`config.mk`:
```
export PLATFORM = sky130hd
export DESIGN_NAME = scgt_timers
export DESIGN_NICKNAME = d
export VERILOG_FILES = /design/src/inc/scgt_pkg.sv /design/src/design/scgt_etu_timer.sv /design/src/design/scgt_timers.sv
export SDC_FILE = /design/constraint.sdc
export NUM_CORES = 1
export LEC_CHECK = 0
export BUFFER_PORTS_ARGS = -buffer_cell sky130_fd_sc_hd__buf_2
export CAP_MARGIN = 20
export CORE_ASPECT_RATIO = 0.6
export CORE_MARGIN = 2
export CORE_UTILIZATION = 45
export CTS_CLUSTER_SIZE = 12
export DETAILED_ROUTE_END_ITERATION = 7
export MAX_ROUTING_LAYER = met4
export PLACE_DENSITY = 0.67
export SLEW_MARGIN = 0
export SYNTH_ARGS = -nofsm -noshare
export SYNTH_HDL_FRONTEND = slang
export SYNTH_SLANG_ARGS = --single-unit
```
`constraint.sdc`:
```
create_clock -name clk -period 4 [get_ports clk]
set_clock_uncertainty 0.15 [all_clocks]
set_input_delay 0.4 -clock clk [delete_from_list [all_inputs] [get_ports clk]]
set_output_delay 0.4 -clock clk [all_outputs]
set_load 0.05 [all_outputs]
```
`src/inc/scgt_pkg.sv`:
```
/*
  Constants for the smart card guard and waiting timers: register addresses,
  reset values, field positions and guard-time floors.
  Assumes an 8-bit register port in the upper external data space.
*/
package scgt_pkg;
  localparam logic [15:0] ADDR_BGUARD = 16'hFE16;
  localparam logic [15:0] ADDR_XGUARD = 16'hFE17;
  localparam logic [15:0] ADDR_BW3 = 16'hFE18;
  localparam logic [15:0] ADDR_BW2 = 16'hFE19;
  localparam logic [15:0] ADDR_BW1 = 16'hFE1A;
  localparam logic [15:0] ADDR_BW0 = 16'hFE1B;
  localparam logic [15:0] ADDR_CWH = 16'hFE1C;
  localparam logic [15:0] ADDR_CWL = 16'hFE1D;
  localparam logic [7:0] XGUARD_RST = 8'h0C;
  localparam logic [7:0] BGUARD_RST = 8'h10;
  localparam logic [7:0] BYTE_RST = 8'h00;
  localparam int XGUARD_MSB_BIT = 7;
  localparam int BGUARD_W = 5;
  localparam logic [3:0] BW3_MASK = 4'hF;
  localparam logic [8:0] XGUARD_MIN_T0 = 9'h00C;
  localparam logic [8:0] XGUARD_MIN_T1 = 9'h00B;
  localparam int BW_W = 28;
  localparam int CW_W = 16;
endpackage : scgt_pkg

```
`src/design/scgt_etu_timer.sv`:
```
/*
  One ETU-driven timeout counter used for both waiting timers.
  Assumes the ETU tick is a one-cycle pulse synchronous to clk.
*/
`timescale 1ns/1ns
module scgt_etu_timer #(
  parameter int W = 16
) (
  input wire logic clk,
  input wire logic sys_rst,
  input wire logic etu_tick,
  input wire logic arm,
  input wire logic restart,
  input wire logic stop,
  input wire logic [W-1:0] limit,
  output logic timeout
);
  typedef struct packed {
    logic run;
    logic [W-1:0] cnt;
    logic tout;
  } scgt_tmr_t;
  scgt_tmr_t st_r;
  scgt_tmr_t st_nxt;

  // Restart clears the count; a single timeout pulse fires when limit is reached.
  always_comb begin
    st_nxt = st_r;
    st_nxt.tout = 1'b0;
    if (stop) begin
      st_nxt.run = 1'b0;
    end else if (restart || arm) begin
      st_nxt.run = 1'b1;
      st_nxt.cnt = '0;
    end else if (st_r.run && etu_tick) begin
      st_nxt.cnt = st_r.cnt + 1'b1;
      if (st_nxt.cnt == limit && limit != '0) begin
        st_nxt.tout = 1'b1;
        st_nxt.run = 1'b0;
      end
    end
  end

  // State register; a zero limit is treated as disabled so a wrapped count never fires.
  always_ff @(posedge clk or posedge sys_rst) begin
    if (sys_rst) begin
      st_r <= '0;
    end else begin
      st_r <= st_nxt;
    end
  end

  assign timeout = st_r.tout;
endmodule : scgt_etu_timer

```
`src/design/scgt_timers.sv`:
```
/*
  Guard and waiting timers of the smart card character link, with their
  byte registers on the CPU's external data port.
  Assumes the character engine reports start-bit leading edges as one-cycle
  pulses, provides the ETU tick, and waits while tx_hold is high.
*/
`timescale 1ns/1ns
// Function
// - In transmit mode consecutive sent start bits are spaced by at least the guard value.
// - The guard register resets to 12 and spacing never drops below 12 (T=0) or 11 (T=1).
// - Under T=0 a break from the card postpones the next transmitted start bit.
// - A 28-bit waiting value lives in four byte registers, low byte 0xFE1B, top at 0xFE18.
// - Under T=1 the waiting timer runs from last sent character to first received start.
// - Under T=0 the waiting value bounds spacing of any two consecutive characters.
// - The 28-bit waiting timer is wide enough for a waiting time extension.
// - A 16-bit character/initial limit lives at 0xFE1D (low) and 0xFE1C (high).
// - The 16-bit timer measures between consecutive received start bits.
// - Either timer running out raises an interrupt request to firmware.
// - The guard low byte sits at 0xFE17 and resets to 0x0C.
// - The guard value is nine bits, its top bit in bit 7 of the block guard register.
// - The first sent character waits the block guard time after the last received start.
module scgt_timers #(
  parameter int BW_WIDTH = scgt_pkg::BW_W,
  parameter int CW_WIDTH = scgt_pkg::CW_W
) (
  input wire logic clk,
  input wire logic sys_rst,
  input wire logic [15:0] reg_addr,
  input wire logic reg_wr,
  input wire logic reg_rd,
  input wire logic [7:0] reg_wdata,
  output logic [7:0] reg_rdata,
  input wire logic etu_tick,
  input wire logic mode_t1,
  input wire logic tx_mode,
  input wire logic tx_start,
  input wire logic rx_start,
  input wire logic card_break,
  output logic tx_hold,
  output logic bw_timeout,
  output logic cw_timeout,
  output logic timer_irq
);
  typedef struct packed {
    logic [7:0] xguard;
    logic [7:0] bguard;
    logic [27:0] bw;
    logic [15:0] cw;
    logic [7:0] rdata;
    logic [8:0] gcnt;
    logic [4:0] bcnt;
    logic last_rx;
    logic hold;
    logic bwto;
    logic cwto;
    logic irq;
  } scgt_st_t;
  scgt_st_t st_r;
  scgt_st_t st_nxt;

  logic bw_tout;
  logic cw_tout;
  logic [8:0] guard_eff;

  // Saturating add used by the guard spacing counter gcnt.
  function automatic logic [8:0] sat_inc(input logic [8:0] v, input logic tick);
    sat_inc = (tick && v != 9'h1FF) ? 9'(v + 9'h001) : v;
  endfunction : sat_inc

  always_comb begin
    guard_eff = {st_r.bguard[scgt_pkg::XGUARD_MSB_BIT], st_r.xguard};
    if (!mode_t1 && guard_eff < scgt_pkg::XGUARD_MIN_T0) begin
      guard_eff = scgt_pkg::XGUARD_MIN_T0;
    end else if (mode_t1 && guard_eff < scgt_pkg::XGUARD_MIN_T1) begin
      guard_eff = scgt_pkg::XGUARD_MIN_T1;
    end
  end

  // Register writes, read mux and the spacing holds for the transmitter.
  always_comb begin
    st_nxt = st_r;
    st_nxt.bwto = bw_tout;
    st_nxt.cwto = cw_tout;
    st_nxt.irq = bw_tout | cw_tout;
    if (reg_wr) begin
      case (reg_addr)
        scgt_pkg::ADDR_XGUARD: st_nxt.xguard = reg_wdata;
        scgt_pkg::ADDR_BGUARD: st_nxt.bguard = reg_wdata;
        scgt_pkg::ADDR_BW3: st_nxt.bw[27:24] = reg_wdata[3:0] & scgt_pkg::BW3_MASK;
        scgt_pkg::ADDR_BW2: st_nxt.bw[23:16] = reg_wdata;
        scgt_pkg::ADDR_BW1: st_nxt.bw[15:8] = reg_wdata;
        scgt_pkg::ADDR_BW0: st_nxt.bw[7:0] = reg_wdata;
        scgt_pkg::ADDR_CWH: st_nxt.cw[15:8] = reg_wdata;
        scgt_pkg::ADDR_CWL: st_nxt.cw[7:0] = reg_wdata;
        default: st_nxt.xguard = st_r.xguard;
      endcase
    end
    if (reg_rd) begin
      case (reg_addr)
        scgt_pkg::ADDR_XGUARD: st_nxt.rdata = st_r.xguard;
        scgt_pkg::ADDR_BGUARD: st_nxt.rdata = st_r.bguard;
        scgt_pkg::ADDR_BW3: st_nxt.rdata = {4'h0, st_r.bw[27:24]};
        scgt_pkg::ADDR_BW2: st_nxt.rdata = st_r.bw[23:16];
        scgt_pkg::ADDR_BW1: st_nxt.rdata = st_r.bw[15:8];
        scgt_pkg::ADDR_BW0: st_nxt.rdata = st_r.bw[7:0];
        scgt_pkg::ADDR_CWH: st_nxt.rdata = st_r.cw[15:8];
        scgt_pkg::ADDR_CWL: st_nxt.rdata = st_r.cw[7:0];
        default: st_nxt.rdata = 8'h00;
      endcase
    end
    if (tx_start) begin
      st_nxt.gcnt = 9'h000;
      st_nxt.last_rx = 1'b0;
    end else begin
      st_nxt.gcnt = sat_inc(st_r.gcnt, etu_tick);
    end
    if (rx_start) begin
      st_nxt.bcnt = 5'h00;
      st_nxt.last_rx = 1'b1;
    end else if (etu_tick && st_r.bcnt != 5'h1F) begin
      st_nxt.bcnt = 5'(st_r.bcnt + 5'h01);
    end
    st_nxt.hold = 1'b0;
    if (tx_mode && st_nxt.gcnt < guard_eff) begin
      st_nxt.hold = 1'b1;
    end
    if (st_nxt.last_rx && 9'(st_nxt.bcnt) < 9'(st_r.bguard[scgt_pkg::BGUARD_W-1:0])) begin
      st_nxt.hold = 1'b1;
    end
    if (!mode_t1 && card_break) begin
      st_nxt.hold = 1'b1;
    end
  end

  scgt_etu_timer #(.W(BW_WIDTH)) u_bw (
    .clk(clk),
    .sys_rst(sys_rst),
    .etu_tick(etu_tick),
    .arm(tx_start),
    .restart(!mode_t1 && rx_start),
    .stop(mode_t1 && rx_start),
    .limit(st_r.bw[BW_WIDTH-1:0]),
    .timeout(bw_tout)
  );

  scgt_etu_timer #(.W(CW_WIDTH)) u_cw (
    .clk(clk),
    .sys_rst(sys_rst),
    .etu_tick(etu_tick),
    .arm(1'b0),
    .restart(rx_start),
    .stop(tx_start),
    .limit(st_r.cw[CW_WIDTH-1:0]),
    .timeout(cw_tout)
  );

  // State register with documented reset values.
  always_ff @(posedge clk or posedge sys_rst) begin
    if (sys_rst) begin
      st_r <= '0;
      st_r.xguard <= scgt_pkg::XGUARD_RST;
      st_r.bguard <= scgt_pkg::BGUARD_RST;
      st_r.gcnt <= 9'h1FF;
      st_r.bcnt <= 5'h1F;
    end else begin
      st_r <= st_nxt;
    end
  end

  assign reg_rdata = st_r.rdata;
  assign tx_hold = st_r.hold;
  assign bw_timeout = st_r.bwto;
  assign cw_timeout = st_r.cwto;
  assign timer_irq = st_r.irq;
endmodule : scgt_timers

```
==> flow_metrics.tcl, run 1 <==
set metrics [dict create \
    status "finished clean" \
    slew_viol_final 0 \
    core_area_sq_um 18000 \
    synth_edf_count 0 \
    hold_buffers 0 \
    drive_gt1_share_pct 22.3 \
    crit_type "flop to flop" \
    crit_family "simple AND/OR/NAND/NOR gates" \
    ys_seq_elements 135 \
    area_delta_synth_final_pct 12.0 \
    power_leakage_nw 4.00 \
    max_slew.worst_pin.slew_ns 0.960 \
    syn_area_sq_um 8270 \
    drc 0 \
    netlist_top_cells_area "dfrtp_1, mux2_2, dfstp_2, o21ai_0, xnor2_1" \
    ys_types 74 \
    io_pins 46 \
    peakVddDrop_mv 0.315 \
    clk_latency_ns 0.42 \
    maxCapViolCount 0 \
    grt_use_total_pct 26.3 \
    cp_common_cell "ha_1" \
    crit_buf_inv 0 \
    setup_viol 0 \
    drt_iter0_drc 1036 \
    placementRows 38 \
    syn_nets 910 \
    grt_max_degree 136 \
    critPathSlowestCell "nor2b_1" \
    nets 938 \
    yosysSeqAreaShare_pct 41.1 \
    ctsResizeCount 0 \
    dp_hpwl_microns 17700 \
    grt_pass1_vias 6137 \
    rsz0062_at_grt "false" \
    drtAntennaViolNets 0 \
    cts_sinks 135 \
    clockRootBuffer "clkbuf_16" \
    timing.fmax_mhz 312 \
    ys_warn_count 0 \
    clk_pin_slew_worst_paths_ns 0.06 \
    gp_congestion 0.973 \
    synth-async-reset-ratio_pct 100 \
    routed_via_density 6.23 \
    diodes 0 \
    grt_overflow 0 \
    mostFrequentLayoutCell "dfrtp_1" \
    cp-end-kind "flop" \
    fin_ws_ns 0.796 \
    hold_viol 0 \
    start_util_pct 45.9 \
    worst_setup_path_start_kind "flop" \
    clock_path_buffers 2 \
    min_period_ns 3.20 \
    syn_area_per_cell_sq_um 9.64 \
    min_path_type "input pin to async pin" \
    cp.required_ns 4.17 \
    synth_top_area_share_pct 35.7 \
    post-cts-setup-buffers 0 \
    finalWirelength_microns 24000 \
    dpl_worst_slack_ns 0.832 \
    cp_max_fo 6 \
    post-route-period-util_pct 80.1 \
    synth_top_cell_by_area "dfrtp_1" \
    path_cells "ha_1 -> nand3_1 -> nor2_1 -> ha_1 -> nor2b_1 -> nand4_1 -> or3_1 -> a21oi_1 -> ha_1 -> a21o_1 -> a21oi_1 -> o21ai_0 -> o2111ai_1" \
    h-tree-depth 4 \
    power.density_nw_per_um2 347 \
    cts_buffers 17 \
    setup_tns_ns 0 \
    grt_pass1_wl_microns 37000 \
    die_h_microns 109 \
    instances_no_fill 1138 \
    cp.arrival_ns 3.38 \
    syn_inst 858 \
    port-buffer-count 45 \
    worst_path_largest_cell_delay_ns 0.40 \
    first_pass_iters 6 \
    maxSlewHeadroom_pct 35.8 \
    via_count 7090 \
    dp_cells 1107 \
    die_width_microns 179 \
    post_drt_wl_per_cell_microns 21.1 \
    antenna_found_initial 0 \
    startpoint "st_r[10]" \
    rr_startpoint "st_r[10]" \
    mostFrequentLayoutCells "dfrtp_1, o21ai_0, nand2_1, mux2_2, nor2_1" \
    die_area_sq_um 19500 \
    cts_tree "yes" \
    synth-main-ff-cell "dfrtp_1" \
]
-- kinds of logic after synthesis --
kind of cell	after synthesis	synth area share, %
AND/OR/NAND/NOR	291	19.6
AO/OA/AOI/OAI	218	17.1
flip-flops	135	41.1
multiplexers	72	9.64
buffers and inverters	71	4.24
XOR/XNOR	53	5.61
adder cells (fa/ha/maj)	18	2.72
-- worst reg2reg max path: cells and delay by family (launching register included) --
kind	cells	cell delay, ns
AO/OA/AOI/OAI	5	0.77
adder cells (fa/ha/maj)	3	0.67
flip-flops	1	0.38
AND/OR/NAND/NOR	5	1.14
-- layer usage --
layer / track usage [%] / up-vias / share of wire (%)
met5: - / - / 0
met4: 5.87 / 0 / 0.94
met3: 8.02 / 19 / 12
met2: 28.6 / 357 / 35
met1: 43.7 / 3444 / 53
li1: - / 3270 / -
-- per-stage QoR --
stage,cell area (sq um),total power [mW],utilization [%],hold slack [ns]
3_3_place_gp,8650,1.60,48.0,0.233
4_1_cts,9260,3.22,51.4,0.0928
5_1_grt,9260,3.31,51.4,0.119
3_5_place_dp,8650,1.61,48.0,0.238
2_1_floorplan,8270,1.54,-,0.196
6_report,9260,3.21,51.4,0.0175
-- cell usage after synthesis, drive strengths merged (4+ instances only) --
cell,number
dfrtp,118
o21ai,74
mux2,61
nand2,61
nor2,59
nand3,33
a21oi,32
xnor2,30
clkbuf,29
nand4,28
nor4,24
xor2,23
buf,22
inv,20
a31oi,18
ha,18
dfstp,17
nor3,15
o31ai,14
and3,11
mux2i,11
a22o,10
a22oi,10
and2,10
a221oi,8
and4,8
nand2b,7
nor2b,7
a211oi,6
a21o,6
a41oi,6
nand3b,5
nand4b,5
or3,5
a222oi,4
o2111ai,4
-- state kept, by name, indices dropped and copies added (netlist names), 8 cells and up --
register / cells
u_bw.st_r: 29
st_r: 75
reg_rdata: 8
u_cw.st_r: 17
-- final cells by class --
cell class              instances  area [sq um]
inverters                      20          78.8
clock buffers                  20           457
clock inverters                11           149
well taps                     240           300
repair buffers                 60           350
flip-flops and latches        135          3400
multi-input cells             652          4530
fillers                      1624          8760
-- report_power, final --
group | switching [mW] | internal [mW] | leakage [nW]
combinational | 0.134 | 0.0503 | 1.91
sequential | 0.0138 | 1.38 | 1.80
clock | 0.618 | 1.01 | 0.288
-- worst paths after layout --
check | endpoint | slack (ns) | cells past startpoint
setup / recovery | tx_hold | 0.80 | 13
setup reg to reg | tx_hold | 0.80 | 13
min in group clk | tx_hold | 0.17 | 3
hold reg to reg | bw_timeout | 0.25 | 0
hold / removal | u_bw.st_r[20] | 0.02 | 3
max in group asynchronous | reg_rdata[6] | 3.08 | 3
Power figures use the tool's default switching activity.
==> inputs of run 2 (changes only) <==
ABC_AREA = 1   (was default)
clock period = 2.8 ns   (was 4 ns; I/O delays follow)
==> run 2 against run 1 <==
The flow now finishes with violations (negative setup slack). Via count is 25% higher. Maximum frequency up 6.0%. Setup slack lost 1.0 ns. Largest cell class unchanged. Highest routed layer unchanged.
==> flow_metrics.tcl, run 2 <==
set metrics [dict create \
    status "finished, violations left" \
    violations "negative setup slack" \
    cp.arrival_ns 3.19 \
    post_drt_wl_per_cell_microns 17.7 \
    drt_iter0_drc 881 \
    grt_use_total_pct 28.7 \
    mostFrequentLayoutCell "nand2_1" \
    top_layer "met4" \
    multi_input_area_sq_um 4450 \
    diodes 0 \
    path_cells "ha_1 -> inv_1 -> nor4_4 -> nand2_1 -> nor2_1 -> ha_1 -> nor2_1 -> inv_2 -> nor2_1 -> nand3_1 -> xor2_1 -> nor2_1 -> ha_1 -> nand2_1 -> nor2_2 -> a211oi_2 -> o21a_1 -> o21ai_1 -> nand2_1 -> nand2_1 -> nand2_1" \
    finalWirelength_microns 27800 \
    clk_pin_slew_worst_paths_ns 0.06 \
    ys_warn_count 0 \
    largest_reg_flops 75 \
    grt_pass1_vias 7823 \
    ys_seq_elements 135 \
    fin_ws_ns -0.221 \
    regArea_sq_um 3400 \
    ys_types 42 \
    worst_setup_path_start_kind "flop" \
    syn_inst 1249 \
    synth_top_cell_by_area "dfrtp_1" \
    fin_util_pct 54.0 \
    mostFrequentLayoutCells "nand2_1, inv_1, nor2_1, nand3_1, dfrtp_1" \
    crit_family "simple AND/OR/NAND/NOR gates" \
    io_pins 46 \
    cp_max_fo 4 \
    drtAntennaViolNets 0 \
    synth-main-ff-cell "dfrtp_1" \
    synth_top_area_share_pct 34.7 \
    h-tree-depth 4 \
    timing.fmax_mhz 331 \
    min_path_type "input pin to flop" \
    power_leakage_nw 4.65 \
    die_width_microns 182 \
    power.density_nw_per_um2 482 \
    nets 1375 \
    min_period_ns 3.02 \
    yosysSeqAreaShare_pct 39.9 \
    synth-async-reset-ratio_pct 100 \
    gp_congestion 1.01 \
    die_h_microns 111 \
    wl_met1_microns 13400 \
    post-route-period-util_pct 108 \
    grt_overflow 0 \
    yosys-top-cells-count "nand2_1, inv_1, nor2_1, nand3_1, dfrtp_1" \
    stdcell_area_sq_um 9880 \
    clockRootBuffer "clkbuf_16" \
    reg2reg_slack_ns -0.22 \
    syn_area_per_cell_sq_um 6.81 \
    crit_buf_inv 2 \
    reg_top3 "st_r x75, u_bw.st_r x29, u_cw.st_r x17" \
    routed_via_density 5.61 \
    grt_pass1_wl_microns 43100 \
    setup_viol 1 \
    placed_cell_area_sq_um 9160 \
    cp_common_cell "nand2_1" \
    netlist_top_cells_area "dfrtp_1, nand2_1, nand3_1, inv_1, nor2_1" \
    clock_path_buffers 2 \
    antenna_found_initial 1 \
    drive_gt1_share_pct 12.1 \
    cp-end-kind "flop" \
    core_area_sq_um 18300 \
    cp.required_ns 2.97 \
    die_area_sq_um 20100 \
    first_pass_iters 5 \
    num-fill-cells 1755 \
    largest-register "st_r" \
    start_util_pct 46.5 \
    cts_buffers 17 \
    critPathSlowestCell "dfstp_2" \
    grt_max_degree 69 \
    port-buffer-count 45 \
    peakVddDrop_mv 0.423 \
    met3_length_microns 3710 \
    clk_latency_ns 0.43 \
    hold_viol 0 \
    setup_tns_ns -0.221 \
    slew_viol_final 0 \
    maxCapViolCount 0 \
    cts_tree "yes" \
    placementRows 38 \
    dp_hpwl_microns 21100 \
    rsz0062_at_grt "true" \
    area_delta_synth_final_pct 16.1 \
    via_count 8847 \
    syn_area_sq_um 8510 \
    synth_edf_count 0 \
    max_slew.worst_pin.slew_ns 0.671 \
    wl_met2_microns 10500 \
    syn_nets 1301 \
    worst_path_largest_cell_delay_ns 0.54 \
    drc 0 \
    yosysMostFrequentCell "nand2_1" \
    maxSlewHeadroom_pct 55.2 \
    cts_sinks 135 \
    crit_type "flop to flop" \
]
## run 2: report_power, final
group          switching (mW)  internal [mW]  total, mW  leakage, nW
Sequential             0.0233           1.98       2.00         1.81
Clock                   0.900           1.56       2.46        0.300
Combinational           0.206         0.0900      0.296         2.54
## run 2: path summary, 6_finish.rpt
kind	startpoint	end	cells after the start
max	st_r[10]	tx_hold	21
max reg2reg	st_r[10]	tx_hold	21
min in group asynchronous	sys_rst	u_bw.st_r[5]	3
min reg2reg	u_bw.timeout	bw_timeout	0
min	card_break	tx_hold	5
max in group asynchronous	sys_rst	st_r[82]	4
## run 2: worst min-delay path, stage by stage
cell,delay (ns)
buf_2,0.09
nand2_1,0.05
nand2_1,0.05
inv_1,0.03
nand2_1,0.05
## run 2: area by class of cell
cell class                 count  area share [%]
clock inverter                 8            1.47
timing repair buffer          82            5.24
multi-input combinational    931            45.0
inverter                     156            5.96
clock buffer                  24            4.87
sequential                   135            34.4
tap                          240            3.04
## run 2: cells by family (layout without fill, tap and decap cells)
logic type,Yosys count,after routing,share of synthesized area [%]
AOI/OAI and AO/OA,181,181,11.8
xor gates and xnor gates,6,6,0.617
adders and majority gates,18,18,2.65
buffers and inverters,183,270,8.51
DFF,135,135,39.9
and+or+nand+nor,726,726,36.5
## run 2: timing repair
| item | CTS | global route |
|---|---|---|
| resized for setup | 5 | 6 |
| endpoints found under the hold margin | 21 | 0 |
| setup buffers | 2 | 3 |
| pin swaps | 5 | 6 |
| setup endpoints to repair | 1 | 3 |
| hold buffers | 1 | 0 |
## run 2: per-layer routing
metal,global-route usage [%],vias up
li1,-,4238
met1,44.4,4150
met2,35.2,439
met3,10.5,20
met4,4.61,0
met5,-,-
## run 2: metrics by stage
step / cells / power (mW) / setup slack (ns) / hold slack (ns)
after floorplan: 1249 / 2.20 / -0.0591 / 0.196
after global placement: 1538 / 2.32 / -0.200 / 0.200
after detailed placement: 1538 / 2.32 / -0.369 / 0.207
after CTS: 1573 / 4.76 / -0.317 / 0.00356
after global routing: 1576 / 4.89 / -0.433 / 0.0221
final: 1576 / 4.76 / -0.221 / 0.0145
==> inputs of run 3 (changes only) <==
--- a/config.mk
+++ b/config.mk
@@ -14,4 +14,5 @@
 export CTS_CLUSTER_SIZE = 12
 export DETAILED_ROUTE_END_ITERATION = 7
+export GPL_ROUTABILITY_DRIVEN = 0
 export MAX_ROUTING_LAYER = met4
 export PLACE_DENSITY = 0.67
==> constraint.sdc (replaced) <==
create_clock -name clk -period 2.8 [get_ports clk]
set_clock_uncertainty 0.15 [all_clocks]
set_input_delay 0.14 -clock clk [delete_from_list [all_inputs] [get_ports clk]]
set_output_delay 0.14 -clock clk [all_outputs]
set_load 0.05 [all_outputs]
==> run 3 against run 2 <==
The flow still finishes with violations (negative setup slack). Utilization up 0.92 points. Final area up 1.7%. Count of clock-buffer cells in the layout down 3. Hold slack better by 0.028 ns. Register-to-register slack worse by 0.02 ns. Final cell count up 0.82%. Total power up 0.54%. Combinational power up 5%. Largest power group unchanged. Highest routed layer unchanged.
==> flow_metrics.tcl, run 3 (synthesized netlist as in run 2, its figures left out) <==
set metrics [dict create \
    port-buffer-count 45 \
    violations "negative setup slack" \
    cts_buffers 17 \
    antenna_found_initial 1 \
    die_area_sq_um 20100 \
    core_area_sq_um 18300 \
    post_drt_wl_per_cell_microns 17.5 \
    num-fill-cells 1759 \
    crit_buf_inv 10 \
    startpoint "st_r[12]" \
    grt_max_degree 58 \
    grt_pass1_wl_microns 44500 \
    mostFrequentLayoutCells "nand2_1, inv_1, nor2_1, nand3_1, dfrtp_1" \
    max_slew.worst_pin.slew_ns 0.706 \
    worst_path_largest_cell_delay_ns 0.54 \
    die_h_microns 111 \
    drc 0 \
    die_width_microns 182 \
    rsz0062_at_grt "true" \
    drt_iter0_drc 1042 \
    via_count 8882 \
    reg_top3 "st_r x75, u_bw.st_r x29, u_cw.st_r x17" \
    routed_via_density 5.59 \
    dp_hpwl_microns 20900 \
    maxSlewHeadroom_pct 52.9 \
    start_util_pct 46.5 \
    multi_input_area_sq_um 4470 \
    timing.fmax_mhz 329 \
    critPathSlowestCell "dfstp_2" \
    clk_pin_slew_worst_paths_ns 0.06 \
    crit_family "buffers and inverters" \
    placementRows 38 \
    report.power.total_mw 4.79 \
    clk_latency_ns 0.42 \
    maxCapViolCount 0 \
    nets 1387 \
    fin_util_pct 54.9 \
    first_pass_iters 6 \
    cp_common_cell "buf_4" \
    peakVddDrop_mv 0.405 \
    post-route-period-util_pct 109 \
    cp-end-kind "flop" \
    h-tree-depth 4 \
    fin_ws_ns -0.242 \
    cts_sinks 135 \
    area_delta_synth_final_pct 18.1 \
    hold_viol 0 \
    rr_startpoint "st_r[12]" \
    grt_use_total_pct 29.5 \
    path_cells "inv_2 -> nor4_4 -> buf_4 -> buf_4 -> buf_4 -> buf_4 -> buf_4 -> buf_4 -> buf_4 -> buf_4 -> buf_4 -> nand2_1 -> xor2_1 -> nor2_1 -> ha_1 -> a21oi_1 -> o21ai_1 -> nand2_1 -> nand2_1 -> nand2_1" \
    cp.required_ns 3.01 \
    status "finished, violations left" \
    regArea_sq_um 3400 \
    grt_pass1_vias 8159 \
    clock_path_buffers 2 \
    hold_path.startpoint "reg_wdata[4]" \
    crit_type "flop to flop" \
    grt_overflow 0 \
    finalWirelength_microns 27900 \
    drtAntennaViolNets 0 \
    power_leakage_nw 4.69 \
    largest_reg_flops 75 \
    cp_max_fo 2 \
    setup_viol 1 \
    clockRootBuffer "clkbuf_16" \
    worst_setup_path_start_kind "flop" \
    min_path_type "input pin to flop" \
    drive_gt1_share_pct 13.4 \
    min_period_ns 3.04 \
    power.density_nw_per_um2 476 \
    mostFrequentLayoutCell "nand2_1" \
    largest-register "st_r" \
    slew_viol_final 0 \
    io_pins 46 \
    cp.arrival_ns 3.25 \
    cts_tree "yes" \
]
## run 3: cell count changes in the layout (fill, tap and decap cells not counted), moves of 2 or more
cell,previous run,this run
clkbuf_1,4,1
clkinvlp_4,3,6
nor2_2,4,8
nor2_1,149,145
nand3_2,0,2
buf_4,35,38
dlygate4sd3_1,1,9
ha_1,18,16
nand3_1,136,134
inv_2,1,4
inv_1,153,150
## run 3: path summary, 6_finish.rpt
kind / endpoint / cells past startpoint / slack [ns]
min reg2reg: cw_timeout / 0 / 0.23
max in group asynchronous: st_r[15] / 4 / 1.50
max: tx_hold / 20 / -0.24
min in group asynchronous: u_bw.st_r[5] / 3 / 0.21
min: st_r[63] / 3 / 0.04
max reg2reg: tx_hold / 20 / -0.24
## run 3: what timing repair did
action	in CTS	in global routing
pin swaps	13	1
setup buffers	11	1
endpoints found under the setup margin	1	5
hold buffers	9	0
gates resized for setup	17	5
hold endpoints to repair	43	0
## run 3: layout make-up
| type | instances | share of cell area (%) |
|---|---|---|
| timing repair buffer | 94 | 6.37 |
| sequential | 135 | 33.8 |
| clock inverter | 11 | 1.71 |
| multi-input combinational | 931 | 44.5 |
| clock buffer | 21 | 4.68 |
| tap | 240 | 2.99 |
| inverter | 156 | 5.86 |
| antenna | 1 | 0.0249 |
## run 3: stage by stage
| step | hold slack (ns) | TNS [ns] | instances | cell area [sq um] | worst slack (ns) |
|---|---|---|---|---|---|
| finish | 0.0424 | -0.242 | 1589 | 10000 | -0.242 |
| global route | 0.0687 | -0.473 | 1589 | 10000 | -0.473 |
| CTS | 0.0182 | -0.197 | 1587 | 10000 | -0.197 |
| detailed placement | 0.142 | -0.423 | 1535 | 9150 | -0.423 |
| global placement | 0.139 | -0.170 | 1535 | 9150 | -0.170 |
| floorplan | 0.183 | -0.0591 | 1249 | 8530 | -0.0591 |
## run 3: layer usage
layer,GRT usage (%),up-vias,routed length (microns)
met5,-,-,0
met4,5.58,0,286
met3,9.00,40,3470
met2,36.9,461,10500
met1,45.8,4130,13700
li1,-,4251,-
## run 3: worst register-to-register path: cells and delay by family, from the launching register on
family	cells	cell delay [ns]
buffers and inverters	10	0.94
xor gates and xnor gates	1	0.14
and+or+nand+nor	6	0.71
DFF	1	0.54
AOI/OAI and AO/OA	2	0.22
adders and majority gates	1	0.27
## run 3: power by group
part	switching, mW	internal [mW]	total, mW
clock network	0.909	1.56	2.47
registers	0.0232	1.98	2.00
logic	0.210	0.102	0.312
